File: src/rtl/svs_pkg.sv
// Register map, field layout and types of the supply voltage sensor
package svs_pkg;

    // Register indices; byte address is four times the index
    localparam logic [2:0] IDX_PATH_ENABLE = 3'h0;
    localparam logic [2:0] IDX_COND_STATUS = 3'h1;
    localparam logic [2:0] IDX_IRQ_ENABLE = 3'h2;
    localparam logic [2:0] IDX_IRQ_FLAGS = 3'h3;
    localparam logic [2:0] IDX_RSVD_ZERO = 3'h4;
    localparam logic [2:0] IDX_RSVD_SPECIAL = 3'h6;
    localparam int WINDOW_WORDS = 8;

    // Path enable register field positions
    localparam int BIT_SENSE_LVL = 0;
    localparam int BIT_SENSE_CONV = 1;
    localparam int BIT_CHIP_LVL = 2;
    localparam int BIT_CHIP_CONV = 3;
    localparam int BIT_LOW_SEL_LO = 4;
    localparam int BIT_LOW_SEL_HI = 5;
    localparam int BIT_HIGH_SEL = 6;

    // Condition, irq enable and flag registers share this layout
    localparam int BIT_LOW = 0;
    localparam int BIT_HIGH = 1;

    // Reset values
    localparam logic [6:0] PATH_ENABLE_RST = 7'h00;
    localparam logic [1:0] IRQ_ENABLE_RST = 2'h0;
    localparam logic [1:0] IRQ_FLAGS_RST = 2'h0;
    localparam logic [1:0] COND_RST = 2'h0;

    // Trip level encodings
    localparam logic [1:0] LOW_TRIP_LEVEL1 = 2'h0;
    localparam logic [1:0] LOW_TRIP_LEVEL2 = 2'h1;
    localparam logic [1:0] LOW_TRIP_LEVEL3 = 2'h2;
    localparam logic [1:0] LOW_TRIP_LEVEL4 = 2'h3;
    localparam logic HIGH_TRIP_LEVEL1 = 1'b0;
    localparam logic HIGH_TRIP_LEVEL2 = 1'b1;

    typedef struct packed {
        logic highTripSel;
        logic [1:0] lowTripSel;
        logic chipConv;
        logic chipLvl;
        logic senseConv;
        logic senseLvl;
    } svs_cfg_t;

    // Controls toward the divider, comparator mux and converter mux
    typedef struct packed {
        logic senseDividerClose;
        logic supplyDividerClose;
        logic levelSenseEnable;
        logic levelSrcSense;
        logic adcConnect;
        logic adcSrcSense;
        logic highTripSel;
        logic [1:0] lowTripSel;
    } svs_analog_t;

endpackage // svs_pkg

File: src/rtl/svs_supply_sensor.sv
// Supply voltage sensor register block with APB slave and interrupt
// How it works
// - Sense pin enable closes sense divider path
// - Chip pin enable closes supply divider path
// - Sense level enable beats chip level enable
// - Sense converter enable beats chip converter enable
// - Stop mode opens paths, disables level sensing
// - Configuration kept unchanged through stop mode
// - Either pin routed to converter channel
// - One pin routed to comparator, raises irqs
// - Base plus offset decode, functional offsets 0..3
// - Unimplemented bits read as zero
// - Low trip select is two bits
// - High trip select at enable bit six
// - Flags set on condition change, write-one-clear
// - Flag with enable set requests interrupt
// - Sense enable clears chip enable counterpart
// - Trip select codes pick trip levels
//
// Design decision made here: the APB interface to the registers.
module svs_supply_sensor #(
    parameter int ADDR_W = 12
) (
    // Clock and reset
    input wire logic ref_clk,
    input wire logic rst_n,
    // APB slave
    input wire logic psel,
    input wire logic penable,
    input wire logic pwrite,
    input wire logic [ADDR_W-1:0] paddr,
    input wire logic [31:0] pwdata,
    input wire logic [3:0] pstrb,
    output logic [31:0] prdata,
    output logic pready,
    output logic pslverr,
    // System power mode
    input wire logic stopMode,
    // Comparator results for selected trip levels
    input wire logic highCmpIn,
    input wire logic lowCmpIn,
    // Analog controls
    output svs_pkg::svs_analog_t analogCtrl,
    // Interrupt request
    output logic irq
);

    svs_pkg::svs_cfg_t cfg_r;
    svs_pkg::svs_cfg_t cfg_nxt;
    logic [1:0] irqEnable_r;
    logic [1:0] irqFlags_r;
    logic [1:0] cmpMeta_r;
    logic [1:0] cond_r;
    logic [1:0] condPrev_r;
    logic [1:0] condChange;
    logic [31:0] rdData_nxt;
    logic [2:0] regIdx;
    logic inWindow;
    logic setupPhase;
    logic accessWr;
    logic wrPath;
    logic wrFlags;
    logic wrIrqEn;
    logic wrLane0;
    logic [1:0] flagClear;

    // Word index within the window; upper address bits must be zero
    function automatic logic window_hit(input logic [ADDR_W-1:0] addr);
        window_hit = (addr[ADDR_W-1:2] < (ADDR_W-2)'(svs_pkg::WINDOW_WORDS)) && (addr[1:0] == 2'h0);
    endfunction

    assign regIdx = paddr[4:2];
    assign inWindow = window_hit(paddr);
    assign setupPhase = psel && !penable;
    assign accessWr = psel && penable && pwrite && inWindow;
    assign wrLane0 = pstrb[0];
    // Reserved words decode to nothing, so writes there are dropped
    assign wrPath = accessWr && wrLane0 && (regIdx == svs_pkg::IDX_PATH_ENABLE);
    assign wrIrqEn = accessWr && wrLane0 && (regIdx == svs_pkg::IDX_IRQ_ENABLE);
    assign wrFlags = accessWr && wrLane0 && (regIdx == svs_pkg::IDX_IRQ_FLAGS);

    // Zero wait states; unaligned or out-of-window access errors
    assign pready = 1'b1;
    assign pslverr = psel && penable && !inWindow;

    // Enable write with mutual exclusion of paired enables
    always_comb
    begin
        cfg_nxt = cfg_r;
        if (wrPath)
        begin
            cfg_nxt.highTripSel = pwdata[svs_pkg::BIT_HIGH_SEL];
            cfg_nxt.lowTripSel = pwdata[svs_pkg::BIT_LOW_SEL_HI:svs_pkg::BIT_LOW_SEL_LO];
            cfg_nxt.senseLvl = pwdata[svs_pkg::BIT_SENSE_LVL];
            cfg_nxt.senseConv = pwdata[svs_pkg::BIT_SENSE_CONV];
            cfg_nxt.chipLvl = pwdata[svs_pkg::BIT_CHIP_LVL] && !pwdata[svs_pkg::BIT_SENSE_LVL];
            cfg_nxt.chipConv = pwdata[svs_pkg::BIT_CHIP_CONV] && !pwdata[svs_pkg::BIT_SENSE_CONV];
        end
    end

    // Stop mode leaves the stored settings alone
    always_ff @(posedge ref_clk or negedge rst_n)
    begin
        if (!rst_n)
            cfg_r <= svs_pkg::svs_cfg_t'(svs_pkg::PATH_ENABLE_RST);
        else
            cfg_r <= cfg_nxt;
    end

    always_ff @(posedge ref_clk or negedge rst_n)
    begin
        if (!rst_n)
            irqEnable_r <= svs_pkg::IRQ_ENABLE_RST;
        else if (wrIrqEn)
            irqEnable_r <= pwdata[1:0];
    end

    // Two-flop synchroniser for the comparator outputs
    always_ff @(posedge ref_clk or negedge rst_n)
    begin
        if (!rst_n)
        begin
            cmpMeta_r <= svs_pkg::COND_RST;
            cond_r <= svs_pkg::COND_RST;
            condPrev_r <= svs_pkg::COND_RST;
        end
        else
        begin
            cmpMeta_r <= {highCmpIn, lowCmpIn};
            cond_r <= cmpMeta_r;
            condPrev_r <= cond_r;
        end
    end

    assign condChange = cond_r ^ condPrev_r;
    assign flagClear = wrFlags ? pwdata[1:0] : 2'h0;

    // A change in the clearing cycle wins over the clear
    always_ff @(posedge ref_clk or negedge rst_n)
    begin
        if (!rst_n)
            irqFlags_r <= svs_pkg::IRQ_FLAGS_RST;
        else
            irqFlags_r <= (irqFlags_r & ~flagClear) | condChange;
    end

    assign irq = |(irqFlags_r & irqEnable_r);

    // Analog controls; stop forces every path open
    always_ff @(posedge ref_clk or negedge rst_n)
    begin
        if (!rst_n)
            analogCtrl <= '0;
        else
        begin
            analogCtrl.senseDividerClose <= !stopMode && (cfg_nxt.senseLvl || cfg_nxt.senseConv);
            analogCtrl.supplyDividerClose <= !stopMode && (cfg_nxt.chipLvl || cfg_nxt.chipConv);
            analogCtrl.levelSenseEnable <= !stopMode && (cfg_nxt.senseLvl || cfg_nxt.chipLvl);
            analogCtrl.levelSrcSense <= cfg_nxt.senseLvl;
            analogCtrl.adcConnect <= !stopMode && (cfg_nxt.senseConv || cfg_nxt.chipConv);
            analogCtrl.adcSrcSense <= cfg_nxt.senseConv;
            analogCtrl.highTripSel <= cfg_nxt.highTripSel;
            analogCtrl.lowTripSel <= cfg_nxt.lowTripSel;
        end
    end

    // Read data captured in the setup phase
    always_comb
    begin
        rdData_nxt = 32'h0000_0000;
        if (inWindow)
        begin
            case (regIdx)
                svs_pkg::IDX_PATH_ENABLE: rdData_nxt[6:0] = cfg_r;
                svs_pkg::IDX_COND_STATUS: rdData_nxt[1:0] = cond_r;
                svs_pkg::IDX_IRQ_ENABLE: rdData_nxt[1:0] = irqEnable_r;
                svs_pkg::IDX_IRQ_FLAGS: rdData_nxt[1:0] = irqFlags_r;
                default: rdData_nxt = 32'h0000_0000;
            endcase
        end
    end

    always_ff @(posedge ref_clk or negedge rst_n)
    begin
        if (!rst_n)
            prdata <= 32'h0000_0000;
        else if (setupPhase)
            prdata <= rdData_nxt;
    end
endmodule // svs_supply_sensor

File: config.mk
export PLATFORM = sky130hd
export DESIGN_NAME = svs_supply_sensor
export DESIGN_NICKNAME = d
export VERILOG_FILES = /design/src/rtl/svs_pkg.sv /design/src/rtl/svs_supply_sensor.sv
export SDC_FILE = /design/constraint.sdc
export NUM_CORES = 1
export LEC_CHECK = 0
export BUFFER_PORTS_ARGS = -buffer_cell sky130_fd_sc_hd__buf_2
export CORE_ASPECT_RATIO = 1.2
export CORE_UTILIZATION = 39
export CTS_BUF_LIST = sky130_fd_sc_hd__clkbuf_4 sky130_fd_sc_hd__clkbuf_8
export CTS_CLUSTER_DIAMETER = 40
export CTS_CLUSTER_SIZE = 16
export DETAILED_ROUTE_END_ITERATION = 10
export PLACE_DENSITY = 0.79
export SYNTH_ARGS = -nofsm -noshare
export SYNTH_HDL_FRONTEND = slang
export SYNTH_SLANG_ARGS = --single-unit
File: constraint.sdc
create_clock -name ref_clk -period 1.2 [get_ports ref_clk]
set_input_delay 0.12 -clock ref_clk [delete_from_list [all_inputs] [get_ports ref_clk]]
set_output_delay 0.12 -clock ref_clk [all_outputs]
set_load 0.01 [all_outputs]
==> results of run 1 <==
## worst max-delay path: cells and delay by family
| family | cells | cell delay, ps |
|---|---|---|
| mux | 1 | 310 |
| simple gates | 3 | 820 |
| buf+inv | 1 | 100 |
## routing by layer
layer / part of all wire [%] / wire (um)
met4: 1.7 / 45
met2: 53 / 1410
met3: 5.9 / 157
met1: 40 / 1060
met5: 0 / 0
## worst paths after layout
| check | from | end | slack, ps | cells after the start |
|---|---|---|---|---|
| setup / recovery | paddr[6] | cfg_r[3] | 1 | 5 |
| hold / removal | pwdata[5] | analogCtrl[1] | 80 | 2 |
| setup reg to reg | irqFlags_r[1] | prdata[1] | 60 | 3 |
| hold reg to reg | cmpMeta_r[0] | cond_r[0] | 360 | 0 |
| max in group asynchronous | rst_n | analogCtrl[8] | 420 | 2 |
| min in group asynchronous | rst_n | prdata[6] | 390 | 2 |
## power breakdown
part	total, mW	switching (mW)	internal, mW
clock	0.485	0.260	0.224
sequential	0.957	0.00413	0.953
combinational	0.207	0.119	0.0873
## cells by family after synthesis
| kind of cell | count (synthesis) | share of synthesized area, % |
|---|---|---|
| AOI/OAI and AO/OA | 19 | 9.73 |
| DFF | 28 | 47.4 |
| buffers and inverters | 34 | 17.7 |
| other | 2 | 0.508 |
| xor gates and xnor gates | 2 | 1.18 |
| and+or+nand+nor | 28 | 12.1 |
| muxes | 11 | 11.4 |
## timing repair
action | CTS | global route
gates cloned | 1 | 0
pin swaps | 2 | 6
hold buffers | 3 | 0
gates resized for setup | 1 | 7
hold endpoints to repair | 30 | 0
setup endpoints to repair | 8 | 18
buffers inserted | 1 | 0
## cells in the final DEF (no fill, tap or decap), types with 2 or more instances in the layout
cell	synthesis	final
nand4_1	4	4
clkbuf_8	0	3
mux4_2	2	2
buf_2	0	43
dfrtp_1	28	28
and2_4	1	2
buf_4	31	17
o21ai_1	0	2
xnor2_1	2	2
a31oi_1	5	5
a22o_1	6	6
o31a_2	4	4
conb_1	2	26
nor2_1	5	5
o21ai_0	4	2
buf_6	0	2
nor2b_1	2	2
mux2_4	6	8
nand2_1	6	6
nor3_2	1	2
dlygate4sd3_1	0	3
## stage by stage
stage,instance area [um2],std cells,power [mW],hold WS (ps)
2_1_floorplan,1580,148,1.12,-176
3_3_place_gp,1730,227,1.17,162
3_5_place_dp,1730,227,1.17,167
4_1_cts,1820,235,1.66,78.7
5_1_grt,1840,235,1.73,81.8
6_report,1840,235,1.65,85.0
## state kept, by name (all words and copies together), names as in the netlist
name         cells
analogCtrl       9
cfg_r            2
cmpMeta_r        2
condPrev_r       2
cond_r           2
irqEnable_r      2
irqFlags_r       2
prdata           7
## area by class of cell
cell class | count | share of cell area, %
Multi-Input combinational cell | 87 | 34.7
Tap cell | 52 | 3.53
Clock buffer | 3 | 2.24
Timing Repair Buffer | 65 | 21.5
Sequential cell | 28 | 38.0
==> results.yml, run 1 <==
timing:
  finalSetupTns_ps: 0
  finalMaxSlewViolations: 0
  rsz0062_at_grt: "yes"
  setup_viol: 0
  worstMarginPinSlew_ps: 608
  hold_viol_final: 0
  post-route-min-period_ps: 1200
  skew_ps: 1.47
  setup_slack_ps: 1.07
  fmaxAchievable_mhz: 834
  max_slew_margin_pct: 59.5
  post-route-period-util_pct: 99.9
clocking:
  cts-root-buf: "clkbuf_8"
  numCtsBuffers: 3
  htreeDepth: 1
  clock_sinks: 28
  cts_tree: "built"
  cts_buffer_depth: 2
  clock_latency_ps: 260
  path_clk_slew_ps: 90
final_layout:
  utilization_pct: 50.7
  antennaDiodeCount: 0
  areaGrowthSynthToFinish_pct: 24.5
  multi_input_area_um2: 639
  final_net_count: 241
  final-seq-area_um2: 701
  drive_gt1_share_pct: 48.6
  fillerInstances: 316
placement:
  hpwl_um: 2120
  port_buffers: 45
  pre_cts_slack_ps: -331
  gp_congestion: 0.862
worst_setup_path:
  cp_data_arrival_time_ps: 1350
  worstPathMaxFanout: 5
  timing.critical_path.from_type: "input pin"
  path_cells: "buf_6 > nor4_4 > and4b_4 > and2_4 > mux2_4"
  end_kind: "register"
  cp_slowest_cell: "nor4_4"
  slowest_delay_ps: 320
  crit_type: "in2reg"
  required_ps: 1350
synthesis:
  ys_ff_latch: 28
  synthArstFlopShare_pct: 100
  yosysTopAreaCell: "dfrtp_1"
  avgSynthCellArea_um2: 11.9
  ys.flop_type: "dfrtp_1"
  syn_inst: 124
  synth_most_common_cell: "buf_4"
  yosys_warnings: 0
  synth-edff-count: 0
  synth_top_cells_by_count: "31 x buf_4, 28 x dfrtp_1, 6 x a22o_1, 6 x mux2_4, 6 x nand2_1"
  yosysSeqAreaShare_pct: 47.4
  synth_cell_types: 28
  syn_area_um2: 1480
  synth_top_area_share_pct: 47.4
  synth.area.top_cells: "dfrtp_1 47%, buf_4 16%, mux2_4 6.1%"
global_routing:
  grt_use_met3_pct: 2.80
  grt_usage_pct: 14.5
  grt_pass1_wl_um: 4540
  overflow: 0
  grt_max_degree: 29
  use_met1_pct: 16.2
  globalRouteMet2Util_pct: 26.6
  grt_pass1_vias: 1043
  grt.busiest_layer: "met2"
  antenna_found_initial: 0
floorplanning:
  dieArea_um2: 4040
  die_w_um: 58.2
  start_util_pct: 40.7
  rows: 24
  io_pins: 100
  coreArea_um2: 3630
  dieHeight_um: 69.5
routing:
  ant_nets: 0
  vias: 1069
  drtIter0Drc: 67
  routedWlPerCell_um: 11.4
  finalWirelength_um: 2680
  drc: 1
  dr.pass1.iters: 9
  viasPerCell: 4.55
power_and_ir_drop:
  power_density_nw_per_um2: 895
  peakVddDrop_uv: 438
  p_leak_nw: 0.949
outcome:
  violations: "design-rule violations"
  status: "complete, but fails checks"
flow_run:
  cap_violations: 0
hold_path:
  min_path_type: "in2reg"
No activity file was read; power rests on OpenSTA's default activity.
==> inputs of run 2 (changes only) <==
--- a/config.mk
+++ b/config.mk
@@ -12,6 +12,8 @@
 export CTS_CLUSTER_DIAMETER = 40
 export CTS_CLUSTER_SIZE = 16
 export DETAILED_ROUTE_END_ITERATION = 10
+export GPL_TIMING_DRIVEN = 0
+export HOLD_SLACK_MARGIN = 0.06
 export PLACE_DENSITY = 0.79
 export SYNTH_ARGS = -nofsm -noshare
 export SYNTH_HDL_FRONTEND = slang
==> run 2 against run 1 <==
Effect of this change: the flow finishes with violations (design-rule violations, negative setup slack); power increased by 9.1%; via count is 5.7% higher; combinational power grew 26%; non-clock buffer count increased by 24; clock power up 19%; critical path type is now reg2out; count of clock-buffer cells in the layout increased by 1.
==> results.yml, run 2 (synthesis gave the netlist of run 1 again) <==
timing:
  whs_ps: 70.9
  setup_slack_ps: -14.3
  skew_ps: 1.84
  post-route-min-period_ps: 1210
  finalSetupTns_ps: -42.8
  fmaxAchievable_mhz: 824
  post-route-period-util_pct: 101
  rsz0062_at_grt: "yes"
  finalMaxSlewViolations: 0
  max_slew_margin_pct: 60.2
  worstMarginPinSlew_ps: 598
  setup_viol: 7
  hold_viol_final: 0
routing:
  viasPerCell: 4.36
  finalWirelength_um: 2840
  routedWlPerCell_um: 11.0
  dr.pass1.iters: 9
  vias: 1130
  drc: 1
  ant_nets: 0
  drtIter0Drc: 57
placement:
  port_buffers: 45
  hpwl_um: 2060
  pre_cts_slack_ps: -477
  gp_congestion: 0.767
floorplanning:
  io_pins: 100
  rows: 24
  die_w_um: 58.2
  dieArea_um2: 4040
  start_util_pct: 40.7
  coreArea_um2: 3630
  dieHeight_um: 69.5
global_routing:
  overflow: 0
  grt_pass1_vias: 1001
  antenna_found_initial: 0
  grt_pass1_wl_um: 4350
  grt_max_degree: 29
  grt_usage_pct: 14.1
worst_setup_path:
  required_ps: 1080
  path_cells: "buf_4 > buf_4 > buf_2"
  rr_startpoint: "analogCtrl[3]"
  cp_data_arrival_time_ps: 1090
  rrSetupSlack_ps: 20
  worst_path_most_repeated_cell: "buf_4"
  slowest_delay_ps: 440
  end_kind: "primary output"
  cp_slowest_cell: "dfrtp_2"
  reg2reg_depth: 3
  crit_type: "reg2out"
  worstPathMaxFanout: 4
  timing.critical_path.from_type: "register"
  cp-endpoint: "analogCtrl[3]"
  startpoint: "analogCtrl[3]"
  r2r-end: "prdata[1]"
clocking:
  htreeDepth: 1
  path_clk_slew_ps: 90
  clock_sinks: 28
  cts-root-buf: "clkbuf_8"
  cts_buffer_depth: 2
  numCtsBuffers: 3
  cts_tree: "built"
  clock_latency_ps: 270
hold_path:
  hold_start: "pwdata[4]"
  whs_path_depth: 2
  min_path_type: "in2reg"
final_layout:
  layout_common_cells: "41 x buf_2, 39 x buf_4, 27 x dfrtp_1, 26 x conb_1, 7 x mux2_4"
  antennaDiodeCount: 0
  final_net_count: 264
  top_register: "analogCtrl"
  areaGrowthSynthToFinish_pct: 38.6
  final_common_cell: "buf_2"
  top_regs: "analogCtrl: 9 flops, prdata: 7 flops"
  fillerInstances: 307
  largest_reg_flops: 9
  drive_gt1_share_pct: 54.1
power_and_ir_drop:
  p_leak_nw: 1.09
  peakVddDrop_uv: 430
  power_density_nw_per_um2: 878
flow_run:
  cap_violations: 0
outcome:
  violations: "design-rule violations, negative setup slack"
  status: "complete, but fails checks"
run 2: layer usage:
layer | vias to the layer above | part of all wire, % | track usage, %
met5 | - | 0 | 0
met4 | 0 | 2.1 | 8.73
met3 | 5 | 6.2 | 1.68
met2 | 59 | 53 | 24.9
met1 | 517 | 39 | 15.7
li1 | 549 | - | -
run 2: metrics by stage:
step	area (um2)	total power, mW	instances	utilization, %
global placement	1870	1.21	245	51.4
CTS	2020	1.80	256	55.5
detailed placement	1870	1.21	245	51.4
global route	2050	1.87	259	56.4
floorplan	1580	1.12	148	-
finish	2050	1.80	259	56.4
run 2: worst min path at each step:
stage / end / slack (ps)
6_report: analogCtrl[0] / 70
5_1_grt: analogCtrl[0] / 70
4_1_cts: analogCtrl[0] / 60
3_5_place_dp: prdata[2] / 160
3_3_place_gp: prdata[3] / 160
2_1_floorplan: analogCtrl[0] / -180
run 2: layout make-up:
| class | instances | area [um2] | share of cell area (%) |
|---|---|---|---|
| timing repair buffer | 55 | 329 | 16.1 |
| sequential | 28 | 702 | 34.2 |
| buffer | 34 | 262 | 12.8 |
| tap | 52 | 65.1 | 3.17 |
| clock buffer | 4 | 55.1 | 2.69 |
| multi-input combinational | 86 | 637 | 31.1 |
run 2: worst max-delay path, delay by kind of cell, from the launching register on:
family | cells | cell delay, ps
buffers and inverters | 3 | 390
flip-flops | 1 | 440
run 2: repair_timing:
item	4_1_cts	5_1_grt
setup buffers	4	3
hold endpoints to repair	30	0
hold buffers	3	0
endpoints found under the setup margin	10	10
resized for setup	7	4
pin swaps	3	2
cloned	0	0
run 2: where the power goes:
group / switching, mW / internal (mW)
registers: 0.00530 / 0.953
clock network: 0.285 / 0.294
logic: 0.130 / 0.131
total: 0.420 / 1.38
